==> src/hdl/vr_seq_pkg.sv <==
// Constants, state encoding and functional notes for the rail sequencer
// Functional notes
// - Power-ready needs main and driver supply good; then enable starts both rails.
// - Main supply or enable low starts power-down and disables all functions.
// - Serial command interface ready within 2 ms after enable.
// - Protection latches clear only when power-ready drops, not on enable low.
// - Enable rising edge latches clock and data pins as 2-bit start-up code.
// - Soft-start ramps both references to start-up level at 3 mV/us, continuous.
// - After soft-start with outputs above threshold, power-good follows a fixed delay.
// - Telemetry line driven high once the start-up code is latched.
// - Power-ok rising starts the serial interface awaiting commands.
// - Power-ok falling stops the interface; rails return to start-up level, continuous.
// - Valid command ramps addressed rails to target, then signals transition complete.
// - Enable loss drops both power-good at once, then ramps down at soft-start rate.
// - During shutdown each rail stops switching when its sense falls below 0.2 V.
// - Start-up code clears on power-ready reset; resampled at next enable rise.
// - Power-good low while disabled and in soft-start; released per rail afterwards.
// - Power-good of a rail drops on its trips or when enable goes low.
// - A trip on one rail drops the other rail's power-good 5 us later.
// - Processor drives clock and data; device drives only the telemetry line.
// - Packet is start, three bytes each with acknowledge slot, then stop.
// - Command decoded and executed only after the stop condition.
// - Bit times: 1-5 pattern 11000b, 6-7 rail selects, 8 zero, 10 state flag, code.
// - Telemetry bits shift out on the telemetry line timed by the serial clock.
// - Telemetry content follows the telemetry function bit and rail selects.
// - Power-state-0 flag 0 gives diode emulation, 1 gives continuous conduction.
// - Without power-ok the serial clock and data inputs are ignored.
// - Voltage transitions slew at 12.5 mV/us in forced continuous conduction.
// - Interface runs only if power-ok rises after enable; else no soft-start.
package vr_seq_pkg;
	localparam int CLK_KHZ = 10000;
	localparam int STEP_UV = 6250;
	localparam int SS_SLEW_UV_PER_US = 3000;
	localparam int VID_SLEW_UV_PER_US = 12500;
	localparam int SS_STEP_CYCLES = (STEP_UV * CLK_KHZ / 1000 + SS_SLEW_UV_PER_US - 1)
		/ SS_SLEW_UV_PER_US;
	localparam int VID_STEP_CYCLES = (STEP_UV * CLK_KHZ / 1000 + VID_SLEW_UV_PER_US - 1)
		/ VID_SLEW_UV_PER_US;
	localparam int PG_DELAY_US = 100;
	localparam int PG_DELAY_CYCLES = PG_DELAY_US * CLK_KHZ / 1000;
	localparam int CROSS_TRIP_US = 5;
	localparam int CROSS_TRIP_CYCLES = CROSS_TRIP_US * CLK_KHZ / 1000;
	localparam int READY_MS = 2;
	localparam int READY_CYCLES = READY_MS * CLK_KHZ;
	localparam int LEVEL_W = 8;
	localparam logic [7:0] BOOT_LEVEL_00 = 8'hB0;
	localparam logic [7:0] BOOT_LEVEL_01 = 8'hA0;
	localparam logic [7:0] BOOT_LEVEL_10 = 8'h90;
	localparam logic [7:0] BOOT_LEVEL_11 = 8'h80;
	localparam logic [7:0] VID_TOP_LEVEL = 8'hF8;
	localparam logic [7:0] LEVEL_RESET = 8'h00;
	localparam int PKT_BITS = 27;
	localparam logic [4:0] PKT_PATTERN = 5'h18;
	localparam int BT_PATTERN_HI = 1;
	localparam int BT_SEL_CORE = 6;
	localparam int BT_SEL_NB = 7;
	localparam int BT_ZERO = 8;
	localparam int BT_PSI0 = 10;
	localparam int BT_VID_HI = 11;
	localparam int BT_VID0 = 19;
	localparam int BT_TFN = 21;
	localparam int TELEM_BITS = 20;
	typedef enum logic [4:0] {
		ST_OFF = 5'h01,
		ST_SOFTSTART = 5'h02,
		ST_PGWAIT = 5'h04,
		ST_RUN = 5'h08,
		ST_SHUTDOWN = 5'h10
	} seq_state_t;
endpackage

==> src/hdl/vr_sequencer_serial_vid_slave.sv <==
// Two-rail sequencer, power-good, protection latches and serial command slave
`timescale 1ns/1ps
module vr_sequencer_serial_vid_slave #(
	parameter int READY_CYCLES = vr_seq_pkg::READY_CYCLES,
	parameter int TELEM_BITS = vr_seq_pkg::TELEM_BITS
) (
	// Clock and reset
	input wire logic core_clk,
	input wire logic reset,
	// Supply and enable comparators
	input wire logic mainSupplyOk,
	input wire logic driverSupplyOk,
	input wire logic enableHigh,
	// Platform and serial pins
	input wire logic platformPowerOk,
	input wire logic serialVidClock,
	input wire logic serialVidData,
	// Per-rail analog status, bit 0 core, bit 1 northbridge
	input wire logic [1:0] inRegulation,
	input wire logic [1:0] aboveOffLevel,
	input wire logic [1:0] overVoltageTrip,
	input wire logic [1:0] overCurrentTrip,
	input wire logic [1:0] underVoltageTrip,
	// Telemetry sample from the converter
	input wire logic [TELEM_BITS-1:0] telemetryWord,
	// Sequencer status
	output logic powerReady,
	output logic serialReady,
	output logic sequenceFault,
	output logic [1:0] startupVoltageCode,
	// Serial link output
	output logic telemetryLine,
	output logic [2:0] telemetryFunction,
	// Per-rail outputs
	output logic [1:0] powerGood,
	output logic [1:0] switchingOn,
	output logic [1:0] diodeEmulation,
	output logic [1:0] tripLatched,
	output logic [1:0] transitionDone,
	output logic [7:0] coreReference,
	output logic [7:0] nbReference
);
	localparam int RW = $clog2(READY_CYCLES + 1);
	localparam int PW = $clog2(vr_seq_pkg::PG_DELAY_CYCLES + 1);
	localparam int CW = $clog2(vr_seq_pkg::CROSS_TRIP_CYCLES + 1);
	localparam int SW = $clog2(vr_seq_pkg::SS_STEP_CYCLES + 1);
	localparam int VW = $clog2(vr_seq_pkg::VID_STEP_CYCLES + 1);
	localparam int NB = vr_seq_pkg::PKT_BITS;

	logic [15:0] rawIn;
	logic [15:0] syncA;
	logic [15:0] syncB;
	logic mainOk, drvOk, en, pok, sclk, sdat;
	logic enPrev, pokPrev, sclkPrev, sdatPrev;
	logic enRise, pokRise, sclkRise, sclkFall;
	logic bootValid;
	logic [7:0] bootLevel;
	vr_seq_pkg::seq_state_t stateReg, stateNext;
	logic [PW-1:0] pgCnt;
	logic [RW-1:0] readyCnt;
	logic [SW-1:0] ssCnt;
	logic [VW-1:0] vidCnt;
	logic ssTick, vidTick;
	logic pokAfterEn, serialRun, serialRunPrev, runFall;
	logic inFrame;
	logic [4:0] bitCnt;
	logic [NB-1:0] shiftReg;
	logic startCond, stopCond, cmdValid;
	logic [1:0] selVec;
	logic [7:0] vidCode, vidLevel;
	logic [TELEM_BITS-1:0] telemShift;
	logic [7:0] target [2];
	logic [7:0] refLevel [2];
	logic [1:0] atTarget;
	logic [1:0] transitioning;
	logic [1:0] psi0;
	logic [1:0] crossHit;
	logic seqActive;

	// Two-flop synchronisers for every outside input except reset and the telemetry word
	assign rawIn = {underVoltageTrip, overCurrentTrip, overVoltageTrip, aboveOffLevel,
		inRegulation, serialVidData, serialVidClock, platformPowerOk, enableHigh,
		driverSupplyOk, mainSupplyOk};
	always_ff @(posedge core_clk or posedge reset)
	begin
		if (reset)
		begin
			syncA <= 16'h0000;
			syncB <= 16'h0000;
		end
		else
		begin
			syncA <= rawIn;
			syncB <= syncA;
		end
	end
	assign mainOk = syncB[0];
	assign drvOk = syncB[1];
	assign en = syncB[2];
	assign pok = syncB[3];
	assign sclk = syncB[4];
	assign sdat = syncB[5];

	// Previous samples for edge finding
	always_ff @(posedge core_clk or posedge reset)
	begin
		if (reset)
		begin
			enPrev <= 1'b0;
			pokPrev <= 1'b0;
			sclkPrev <= 1'b0;
			sdatPrev <= 1'b0;
			serialRunPrev <= 1'b0;
		end
		else
		begin
			enPrev <= en;
			pokPrev <= pok;
			sclkPrev <= sclk;
			sdatPrev <= sdat;
			serialRunPrev <= serialRun;
		end
	end
	assign enRise = en & ~enPrev;
	assign pokRise = pok & ~pokPrev;
	assign sclkRise = sclk & ~sclkPrev;
	assign sclkFall = ~sclk & sclkPrev;
	assign runFall = serialRunPrev & ~serialRun;

	// Power-ready from both supply comparators
	always_ff @(posedge core_clk or posedge reset)
	begin
		if (reset)
			powerReady <= 1'b0;
		else
			powerReady <= mainOk & drvOk;
	end

	// Start-up code capture, once per power-ready period
	always_ff @(posedge core_clk or posedge reset)
	begin
		if (reset)
		begin
			bootValid <= 1'b0;
			startupVoltageCode <= 2'h0;
		end
		else if (!powerReady)
		begin
			bootValid <= 1'b0;
			startupVoltageCode <= 2'h0;
		end
		else if (enRise && !bootValid)
		begin
			bootValid <= 1'b1;
			startupVoltageCode <= {sclk, sdat};
		end
	end

	// Start-up code to reference level
	always_comb
	begin
		case (startupVoltageCode)
			2'h0: bootLevel = vr_seq_pkg::BOOT_LEVEL_00;
			2'h1: bootLevel = vr_seq_pkg::BOOT_LEVEL_01;
			2'h2: bootLevel = vr_seq_pkg::BOOT_LEVEL_10;
			default: bootLevel = vr_seq_pkg::BOOT_LEVEL_11;
		endcase
	end

	// Enable seen while power-ok already high blocks the start
	always_ff @(posedge core_clk or posedge reset)
	begin
		if (reset)
			sequenceFault <= 1'b0;
		else if (!en)
			sequenceFault <= 1'b0;
		else if (enRise && pok)
			sequenceFault <= 1'b1;
	end

	// Sequencer next state
	always_comb
	begin
		stateNext = stateReg;
		case (stateReg)
			vr_seq_pkg::ST_OFF:
				if (powerReady && en && bootValid && !sequenceFault)
					stateNext = vr_seq_pkg::ST_SOFTSTART;
			vr_seq_pkg::ST_SOFTSTART:
				if (refLevel[0] == bootLevel && refLevel[1] == bootLevel)
					stateNext = vr_seq_pkg::ST_PGWAIT;
			vr_seq_pkg::ST_PGWAIT:
				if (pgCnt == PW'(vr_seq_pkg::PG_DELAY_CYCLES - 1))
					stateNext = vr_seq_pkg::ST_RUN;
			vr_seq_pkg::ST_RUN:
				stateNext = vr_seq_pkg::ST_RUN;
			vr_seq_pkg::ST_SHUTDOWN:
				if (switchingOn == 2'h0 && refLevel[0] == vr_seq_pkg::LEVEL_RESET
					&& refLevel[1] == vr_seq_pkg::LEVEL_RESET)
					stateNext = vr_seq_pkg::ST_OFF;
			default:
				stateNext = vr_seq_pkg::ST_OFF;
		endcase
		if (!powerReady)
			stateNext = vr_seq_pkg::ST_OFF;
		else if (!en && stateReg != vr_seq_pkg::ST_OFF)
			stateNext = vr_seq_pkg::ST_SHUTDOWN;
	end

	// Sequencer state register
	always_ff @(posedge core_clk or posedge reset)
	begin
		if (reset)
			stateReg <= vr_seq_pkg::ST_OFF;
		else
			stateReg <= stateNext;
	end
	assign seqActive = (stateReg == vr_seq_pkg::ST_PGWAIT) || (stateReg == vr_seq_pkg::ST_RUN);

	// Power-good delay, restarts when any output leaves regulation
	always_ff @(posedge core_clk or posedge reset)
	begin
		if (reset)
			pgCnt <= '0;
		else if (stateReg != vr_seq_pkg::ST_PGWAIT || syncB[7:6] != 2'h3)
			pgCnt <= '0;
		else
			pgCnt <= pgCnt + PW'(1);
	end

	// Interface readiness timer from enable
	always_ff @(posedge core_clk or posedge reset)
	begin
		if (reset)
		begin
			readyCnt <= '0;
			serialReady <= 1'b0;
		end
		else if (stateReg == vr_seq_pkg::ST_OFF || stateReg == vr_seq_pkg::ST_SHUTDOWN)
		begin
			readyCnt <= '0;
			serialReady <= 1'b0;
		end
		else
		begin
			if (readyCnt != RW'(READY_CYCLES - 1))
				readyCnt <= readyCnt + RW'(1);
			serialReady <= seqActive || (readyCnt == RW'(READY_CYCLES - 1));
		end
	end

	// Slew dividers: soft-start and voltage transition steps
	always_ff @(posedge core_clk or posedge reset)
	begin
		if (reset)
		begin
			ssCnt <= '0;
			vidCnt <= '0;
		end
		else
		begin
			ssCnt <= ssTick ? '0 : ssCnt + SW'(1);
			vidCnt <= vidTick ? '0 : vidCnt + VW'(1);
		end
	end
	assign ssTick = (ssCnt == SW'(vr_seq_pkg::SS_STEP_CYCLES - 1));
	assign vidTick = (vidCnt == VW'(vr_seq_pkg::VID_STEP_CYCLES - 1));

	// Interface run gate: power-ok must rise after enable
	always_ff @(posedge core_clk or posedge reset)
	begin
		if (reset)
		begin
			pokAfterEn <= 1'b0;
			serialRun <= 1'b0;
		end
		else
		begin
			if (!en)
				pokAfterEn <= 1'b0;
			else if (pokRise)
				pokAfterEn <= 1'b1;
			serialRun <= en && pok && pokAfterEn && serialReady && !sequenceFault;
		end
	end

	// Start and stop conditions while clock is high
	assign startCond = serialRun & sclk & sclkPrev & sdatPrev & ~sdat;
	assign stopCond = serialRun & sclk & sclkPrev & ~sdatPrev & sdat;

	// Packet receiver, bits taken on clock rising edges
	always_ff @(posedge core_clk or posedge reset)
	begin
		if (reset)
		begin
			inFrame <= 1'b0;
			bitCnt <= 5'h00;
			shiftReg <= '0;
		end
		else if (!serialRun)
		begin
			inFrame <= 1'b0;
			bitCnt <= 5'h00;
		end
		else if (startCond)
		begin
			inFrame <= 1'b1;
			bitCnt <= 5'h00;
			shiftReg <= '0;
		end
		else if (stopCond)
			inFrame <= 1'b0;
		else if (inFrame && sclkRise && bitCnt != 5'h1F)
		begin
			if (bitCnt < 5'(NB))
				shiftReg <= {shiftReg[NB-2:0], sdat};
			bitCnt <= bitCnt + 5'h01; // Stop's own clock rise counts as NB + 1
		end
	end

	// Field decode, acted on only at the stop condition
	assign cmdValid = stopCond && inFrame && bitCnt == 5'(NB + 1)
		&& shiftReg[NB-vr_seq_pkg::BT_PATTERN_HI -: 5] == vr_seq_pkg::PKT_PATTERN
		&& !shiftReg[NB-vr_seq_pkg::BT_ZERO];
	assign selVec = {shiftReg[NB-vr_seq_pkg::BT_SEL_NB], shiftReg[NB-vr_seq_pkg::BT_SEL_CORE]};
	assign vidCode = {shiftReg[NB-vr_seq_pkg::BT_VID_HI -: 7], shiftReg[NB-vr_seq_pkg::BT_VID0]};
	assign vidLevel = (vidCode >= vr_seq_pkg::VID_TOP_LEVEL) ? vr_seq_pkg::LEVEL_RESET
		: vr_seq_pkg::VID_TOP_LEVEL - vidCode;

	// Telemetry function selection
	always_ff @(posedge core_clk or posedge reset)
	begin
		if (reset)
			telemetryFunction <= 3'h0;
		else if (cmdValid)
			telemetryFunction <= {shiftReg[NB-vr_seq_pkg::BT_TFN], selVec};
	end

	// Telemetry shifter, advanced on serial clock falling edges
	always_ff @(posedge core_clk or posedge reset)
	begin
		if (reset)
		begin
			telemShift <= '1;
			telemetryLine <= 1'b0;
		end
		else
		begin
			if (startCond)
				telemShift <= telemetryWord;
			else if (inFrame && sclkFall && bitCnt != 5'h00)
				telemShift <= {telemShift[TELEM_BITS-2:0], 1'b1};
			if (!bootValid)
				telemetryLine <= 1'b0;
			else if (serialRun && inFrame)
				telemetryLine <= telemShift[TELEM_BITS-1];
			else
				telemetryLine <= 1'b1;
		end
	end

	assign coreReference = refLevel[0];
	assign nbReference = refLevel[1];

	// Per-rail reference, mode, switching, trip and power-good logic
	for (genvar i = 0; i < 2; i++)
	begin : g_rail
		logic setMove;
		logic [CW-1:0] crossCnt;

		assign setMove = seqActive && (runFall || (cmdValid && selVec[i]));

		ref_ramp #(
			.W(vr_seq_pkg::LEVEL_W)
		) u_ramp (
			.core_clk(core_clk),
			.reset(reset),
			.stepEn(transitioning[i] ? vidTick : ssTick),
			.target(target[i]),
			.level(refLevel[i]),
			.atTarget(atTarget[i])
		);

		// Reference target selection
		always_ff @(posedge core_clk or posedge reset)
		begin
			if (reset)
				target[i] <= vr_seq_pkg::LEVEL_RESET;
			else if (stateReg == vr_seq_pkg::ST_OFF || stateReg == vr_seq_pkg::ST_SHUTDOWN)
				target[i] <= vr_seq_pkg::LEVEL_RESET;
			else if (stateReg == vr_seq_pkg::ST_SOFTSTART)
				target[i] <= bootLevel;
			else if (runFall)
				target[i] <= bootLevel;
			else if (cmdValid && selVec[i])
				target[i] <= vidLevel;
		end

		// Transition tracking and completion pulse
		always_ff @(posedge core_clk or posedge reset)
		begin
			if (reset)
			begin
				transitioning[i] <= 1'b0;
				transitionDone[i] <= 1'b0;
			end
			else
			begin
				transitionDone[i] <= seqActive && transitioning[i] && atTarget[i]
					&& !setMove;
				if (setMove)
					transitioning[i] <= 1'b1;
				else if (!seqActive || atTarget[i])
					transitioning[i] <= 1'b0;
			end
		end

		// Power-state flag and conduction mode
		always_ff @(posedge core_clk or posedge reset)
		begin
			if (reset)
			begin
				psi0[i] <= 1'b1;
				diodeEmulation[i] <= 1'b0;
			end
			else
			begin
				if (!seqActive || runFall)
					psi0[i] <= 1'b1;
				else if (cmdValid && selVec[i])
					psi0[i] <= shiftReg[NB-vr_seq_pkg::BT_PSI0];
				diodeEmulation[i] <= (stateReg == vr_seq_pkg::ST_RUN) && !psi0[i]
					&& !transitioning[i];
			end
		end

		// Switching stops as sensed output falls through the off level
		always_ff @(posedge core_clk or posedge reset)
		begin
			if (reset)
				switchingOn[i] <= 1'b0;
			else if (stateReg == vr_seq_pkg::ST_OFF)
				switchingOn[i] <= 1'b0;
			else if (stateReg == vr_seq_pkg::ST_SOFTSTART)
				switchingOn[i] <= 1'b1;
			else if (stateReg == vr_seq_pkg::ST_SHUTDOWN && !syncB[8+i])
				switchingOn[i] <= 1'b0;
		end

		// Protection latch, cleared only by power-ready loss
		always_ff @(posedge core_clk or posedge reset)
		begin
			if (reset)
				tripLatched[i] <= 1'b0;
			else if (!powerReady)
				tripLatched[i] <= 1'b0;
			else if (syncB[10+i] || syncB[12+i] || syncB[14+i])
				tripLatched[i] <= 1'b1;
		end

		// Delay before the other rail's trip pulls this rail down
		always_ff @(posedge core_clk or posedge reset)
		begin
			if (reset)
			begin
				crossCnt <= '0;
				crossHit[i] <= 1'b0;
			end
			else if (!tripLatched[1-i])
			begin
				crossCnt <= '0;
				crossHit[i] <= 1'b0;
			end
			else if (crossCnt != CW'(vr_seq_pkg::CROSS_TRIP_CYCLES - 1))
				crossCnt <= crossCnt + CW'(1);
			else
				crossHit[i] <= 1'b1;
		end

		// Power-good: released per rail in run, pulled by trips and enable loss
		always_ff @(posedge core_clk or posedge reset)
		begin
			if (reset)
				powerGood[i] <= 1'b0;
			else
				powerGood[i] <= (stateReg == vr_seq_pkg::ST_RUN) && en && mainOk && drvOk
					&& !tripLatched[i] && !crossHit[i]
					&& (powerGood[i] || syncB[6+i]);
		end
	end
endmodule // vr_sequencer_serial_vid_slave

==> src/hdl/ref_ramp.sv <==
// One rail reference stepping toward its target, one step per enable
`timescale 1ns/1ps
module ref_ramp #(
	parameter int W = 8
) (
	// Clock and reset
	input wire logic core_clk,
	input wire logic reset,
	// Step control
	input wire logic stepEn,
	input wire logic [W-1:0] target,
	// Reference state
	output logic [W-1:0] level,
	output logic atTarget
);
	assign atTarget = (level == target);

	// Move one step per tick, up or down
	always_ff @(posedge core_clk or posedge reset)
	begin
		if (reset)
		begin
			level <= '0;
		end
		else if (stepEn && (level < target))
		begin
			level <= level + W'(1);
		end
		else if (stepEn && (level > target))
		begin
			level <= level - W'(1);
		end
	end
endmodule // ref_ramp

==> config.mk <==
export PLATFORM = sky130hd
export DESIGN_NAME = vr_sequencer_serial_vid_slave
export DESIGN_NICKNAME = d
export VERILOG_FILES = /design/src/hdl/vr_seq_pkg.sv /design/src/hdl/vr_sequencer_serial_vid_slave.sv /design/src/hdl/ref_ramp.sv
export SDC_FILE = /design/constraint.sdc
export NUM_CORES = 1
export LEC_CHECK = 0
export ABC_AREA = 1
export BUFFER_PORTS_ARGS = -buffer_cell sky130_fd_sc_hd__buf_2
export CAP_MARGIN = 10
export CELL_PAD_IN_SITES_DETAIL_PLACEMENT = 1
export CELL_PAD_IN_SITES_GLOBAL_PLACEMENT = 1
export CORE_MARGIN = 2
export CORE_UTILIZATION = 39
export CTS_CLUSTER_SIZE = 14
export DETAILED_ROUTE_END_ITERATION = 16
export PLACE_DENSITY_LB_ADDON = 0.25
export SYNTH_ARGS = -nofsm -noshare
export SYNTH_HDL_FRONTEND = slang
export SYNTH_SLANG_ARGS = --single-unit
==> constraint.sdc <==
create_clock -name core_clk -period 6.7 [get_ports core_clk]
set_input_delay 0.335 -clock core_clk [delete_from_list [all_inputs] [get_ports core_clk]]
set_output_delay 0.335 -clock core_clk [all_outputs]
set_load 0.05 [all_outputs]
Yosys cells after proc, flatten, opt, wreduce, memory -nomap -nowiden
Cells that the tools add are included.
Cells by class
  add/sub/neg operators: 12
  $lt $le $gt $ge: 6
  equal/unequal tests: 41
  mux-type cells: 78
  bitwise gates (word level): 19
  reductions and logical operators: 105
Operators with widths (count)
  $mux 27: 4
  $mux 8: 13
  $mux 5: 11
  $logic_and 1x1->1: 51
  $mux 20: 2
  $mux 1: 36
  $eq 8x8->1: 4
  $mux 15: 2
  $pmux 5 s5: 1
  $mux 6: 4
  $eq 5x5->1 const B: 4
  $reduce_bool 2->1: 10
  $pmux 6 s3: 1
  $logic_not 1->1: 17
  $add 8x1->8 const B: 2
  $gt 8x8->1: 2
  $logic_not 8->1: 2
  $lt 8x8->1: 2
  $ne 4x4->1 const B: 4
  $sub 8x1->8 const B: 2
  $add 15x1->15 const B: 1
  $eq 15x15->1 const B: 1
  $logic_or 1x1->1: 15
  $ne 15x15->1 const B: 1
  other kinds (34): 69
Word-level totals
  flip-flop bits (word level): 200
  word-level logic and storage cells: 308

Depth between registers and ports, before layout
  depth in word-level cells: 13
  gate-level depth with buffers: 19
  depth with buffers taken out: 19

By module
From an unflattened synthesis, not the netlist that was laid out.
Unflattened totals
  cell total of the unflattened synthesis: 1117
  area, all modules: 9663.0 um2
By module, submodules not included
  vr_sequencer_serial_vid_slave: times used 1, cells each 877, area each 7886.3 um2, seq. area each 4633.2 um2
  ref_ramp: times used 2, cells each 120, area each 888.4 um2, seq. area each 200.2 um2

Worst setup path after synthesis
Ideal clock, no wire load.
  path kind: reg2reg
  start point: reg g_rail[1].u_ramp.level[7]
  end point: reg g_rail[1].u_ramp.level[7]
  arrival: 2667 ps
  required time: 6582 ps
  setup slack: 3915 ps
  stages on the path, launching flop included: 17
  path buffers: 0
  clock period less this slack: 2785 ps
  cell sequence: dfrtp_1 ha_1 nand2_1 inv_1 nand2_1 nand2_1 a21oi_1 nand2_1 ha_1 a21oi_1 nand2_1 a21oi_1 inv_1 nand2_1 nand3_1 nand2_1 nand2_1
Between the ends
  cells in the longest elaborated chain, start to end: 3
RTL lines
  start: declaration: RTL line ref_ramp.sv:13  | output logic [W-1:0] level,
  start signal: assignment: RTL line ref_ramp.sv:27  | level <= level + W'(1);
  start signal: assignment: RTL line ref_ramp.sv:31  | level <= level - W'(1);
  $sub 8x1->8, or another cell as far along: RTL line ref_ramp.sv:31
  $mux 8, or another cell as far along: RTL line ref_ramp.sv:29  | else if (stepEn && (level > target))
  $mux 8 / $reduce_bool 2->1 (equally long branches)
Several ways; a longest one is shown, not always the timed one. The select of a mux whose other input is x is not followed.
A chain may end at the register's enable or synchronous reset.

Final worst setup path
Ends and elaborated chain as after synthesis.

==> flow_summary.json <==
{
  "status": "completed",
  "ctsLongestPathBuffers": 2,
  "rsz0062_at_grt": "false",
  "synth.most_common_cell": "nand2_1",
  "cts_sinks": 200,
  "synth_simple_gate_area_share_pct": 19.76,
  "power.density_nw_per_um2": 307.2,
  "drv_cap": 0,
  "path_clk_slew_ns": 0.08,
  "period_share_pct": 43.86,
  "worstPathCellList": "ha_1 -> nand2_1 -> inv_1 -> nand2_1 -> nand2_1 -> a21oi_1 -> nand2_1 -> ha_1 -> a21oi_1 -> nand2_1 -> a21oi_1 -> inv_1 -> nand2_1 -> nand3_1 -> nand2_1 -> nand2_1",
  "synth_compound_area_share_pct": 11.62,
  "post-cts-setup-buffers": 0,
  "portBuffers": 72,
  "grt_pass1_wl_um": 39270,
  "synth-async-reset-ratio_pct": 100.0,
  "yosysSeqAreaShare_pct": 52.36,
  "synth_top_cell_area_share_pct": 46.07,
  "synth_area_leaders": "dfrtp_1 (46%), nand2_1 (8.4%), dfstp_2 (6.3%)",
  "final.min_clock_period_ns": 2.938,
  "path_max_fanout": 9,
  "cp-end-kind": "flip-flop",
  "grt_max_degree": 131,
  "drc": 0,
  "hpwl_um": 16170,
  "wire_per_inst_um": 14.84,
  "viasPerCell": 4.948,
  "synth-xor-area-share_pct": 2.369,
  "htree_levels": 4,
  "synthesis.area_um2": 9614,
  "synth.distinct_cells": 39,
  "use_met1_pct": 26.00,
  "routed-via-count": 7551,
  "area_growth_pct": 14.55,
  "critPathRequiredTime_ns": 7.04,
  "p_leak_nw": 5.420,
  "dr.first_iter.drc_count": 326,
  "place_congestion": 0.7778,
  "antenna_left": 0,
  "final-seq-area_um2": 5034,
  "die_area_um2": 25920,
  "ys_ff_latch": 200,
  "io-pin-count": 73,
  "nets": 1271,
  "tightestPinTransition_ns": 0.9157,
  "drt-total-wl_um": 22640,
  "num_antenna_cells": 0,
  "synth_ff_type": "dfrtp_1",
  "ys_warn_count": 0,
  "yosysTopAreaCell": "dfrtp_1",
  "drive_gt1_share_pct": 12.48,
  "start_util_pct": 39.65,
  "path_buf_inv": 2,
  "path_delay_family": "simple AND/OR/NAND/NOR gates",
  "crit_slowest_cell": "dfrtp_1",
  "r2r_slack_ns": 3.76,
  "fmax_ghz": 0.3403,
  "synth_nets": 1187,
  "vdd_drop_max_uv": 178.7,
  "reg2regPathDepth": 16,
  "row_count": 57,
  "cp.arrival_ns": 3.28,
  "hold_end": "syncA[8]",
  "busiest_layer": "met2",
  "synth_edf_count": 0,
  "n_fill_cell": 2918,
  "core_um2": 24250,
  "synth_adder_area_share_pct": 5.882,
  "synth.area.mux_share_pct": 0,
  "worst-setup-path-type": "flip-flop to flip-flop",
  "drt_first_pass_iters": 4,
  "relSlewSlack_pct": 38.95,
  "gr-total-overflow": 0,
  "die_w_um": 161.0,
  "fin_skew_ns": 0.01437,
  "multiInputGateArea_um2": 3810,
  "cts_tree": "built",
  "crit_path_frequent_cell": "nand2_1",
  "cts_made_buffers": 17,
  "cpPeakStageDelay_ns": 0.48,
  "finalHoldViolations": 0,
  "start_kind": "flip-flop",
  "setup_total_negative_slack_ns": 0,
  "reg2reg_from": "g_rail[1].u_ramp.level[7]",
  "setup_viol": 0,
  "use_met3_pct": 3.364,
  "synthTopCellsByCount": "nand2_1 (216), dfrtp_1 (177), inv_1 (160)",
  "first_global_vias": 7805,
  "slew_viol_final": 0,
  "die_h_um": 161.0,
  "grt_antenna_before_repair": 0,
  "r2r_end": "g_rail[1].u_ramp.level[7]",
  "met2_usage_pct": 30.80,
  "insertion_delay_ns": 0.45,
  "syn_area_per_cell_um2": 8.701,
  "syn-instance-count": 1105,
  "final_core_util_pct": 45.42,
  "hold_depth": 1,
  "root_buffer": "clkbuf_16",
  "hp-class": "primary input to flip-flop",
  "grt.total_usage_pct": 18.69,
  "hp-start": "aboveOffLevel[0]",
  "synth_top_family_by_area": "simple AND/OR/NAND/NOR gates"
}
==> where the power goes <==
| group | switching, mW | total, mW | internal, mW | leakage, nW |
|---|---|---|---|---|
| Clock | 0.506 | 1.07 | 0.561 | 0.308 |
| Combinational | 0.612 | 0.916 | 0.304 | 2.55 |
| Sequential | 0.112 | 1.40 | 1.29 | 2.56 |
==> through the flow <==
stage | instances | hold WS (ns) | instance area [um2] | worst slack (ns) | power (mW)
after CTS | 1526 | 0.003523 | 11010 | 3.781 | 3.427
after floorplan | 1105 | 0.3312 | 9614 | 0.9491 | 2.096
after detailed placement | 1479 | 0.3362 | 10240 | 3.787 | 2.342
after global placement | 1479 | 0.3325 | 10240 | 3.920 | 2.313
after global routing | 1526 | 0.008134 | 11010 | 3.483 | 3.603
final | 1526 | 0.01918 | 11010 | 3.762 | 3.383
==> sequential cells by signal (all words and copies together) (netlist names), 12 cells and up <==
| signal | count |
|---|---|
| telemShift | 20 |
| syncA | 16 |
| readyCnt | 15 |
| shiftReg | 27 |
| g_rail.u_ramp.level | 16 |
| syncB | 16 |
| target | 16 |
| g_rail.crossCnt | 12 |
==> cells by family (layout without fill, tap and decap cells) <==
family / count (synthesis) / count (layout)
AOI/OAI and AO/OA: 207 / 207
adders and majority gates: 44 / 44
and+or+nand+nor: 442 / 442
DFF: 200 / 200
xor gates and xnor gates: 26 / 26
buffers and inverters: 186 / 283
==> what timing repair did <==
action | CTS | global route
gates resized for setup | 0 | 0
hold buffers | 15 | 0
endpoints found under the hold margin | 15 | 0
==> layer usage <==
| layer | vias up | part of all wire (%) |
|---|---|---|
| met5 | - | 0 |
| met4 | 0 | 1.1 |
| met3 | 15 | 2.2 |
| met2 | 77 | 47 |
| met1 | 3704 | 49 |
| li1 | 3755 | - |
==> worst max path at each step <==
stage	startpoint	endpoint	slack (ns)	cells past startpoint
final	g_rail[1].u_ramp.level[7]	g_rail[1].u_ramp.level[7]	3.76	16
after global routing	g_rail[1].u_ramp.level[7]	g_rail[1].u_ramp.level[7]	3.48	16
after CTS	g_rail[1].u_ramp.level[7]	g_rail[1].u_ramp.level[7]	3.78	16
after detailed placement	g_rail[1].u_ramp.level[7]	g_rail[1].u_ramp.level[7]	3.79	16
after global placement	g_rail[1].u_ramp.level[7]	g_rail[1].u_ramp.level[7]	3.92	16
after floorplan	reset	bitCnt[0]	0.95	1
==> area by class of cell <==
cell class                      count  area share, %
Clock buffer                       20          4.544
Tap cell                          324          3.681
Inverter                          162          5.601
Timing Repair Buffer               89          4.772
Clock inverter                     12          1.102
Sequential cell                   200          45.71
Multi-Input combinational cell    719          34.59
==> placed cells by master (no fill, tap or decap), types with 2 or more instances in the layout <==
master,count
dlygate4sd3_1,15
nor4_1,3
ha_1,42
nor2_1,93
a21o_1,2
o211ai_1,2
nor3b_1,3
buf_4,2
o21ai_0,119
clkinv_4,3
clkbuf_16,20
xor2_1,16
o21bai_1,2
clkinv_8,2
a21oi_1,55
dfrtp_1,177
or2_2,2
o21ai_2,9
nor3_1,29
o21ai_1,3
xnor2_1,10
nand3_1,62
nand2_2,5
inv_8,4
buf_2,72
nand2_1,216
inv_6,2
inv_1,159
clkinv_2,2
nand4_1,23
o31ai_1,7
dfstp_2,23
a31oi_1,6
fa_1,2
nand3b_1,2
Note: power is estimated with default switching activity, not from simulation.
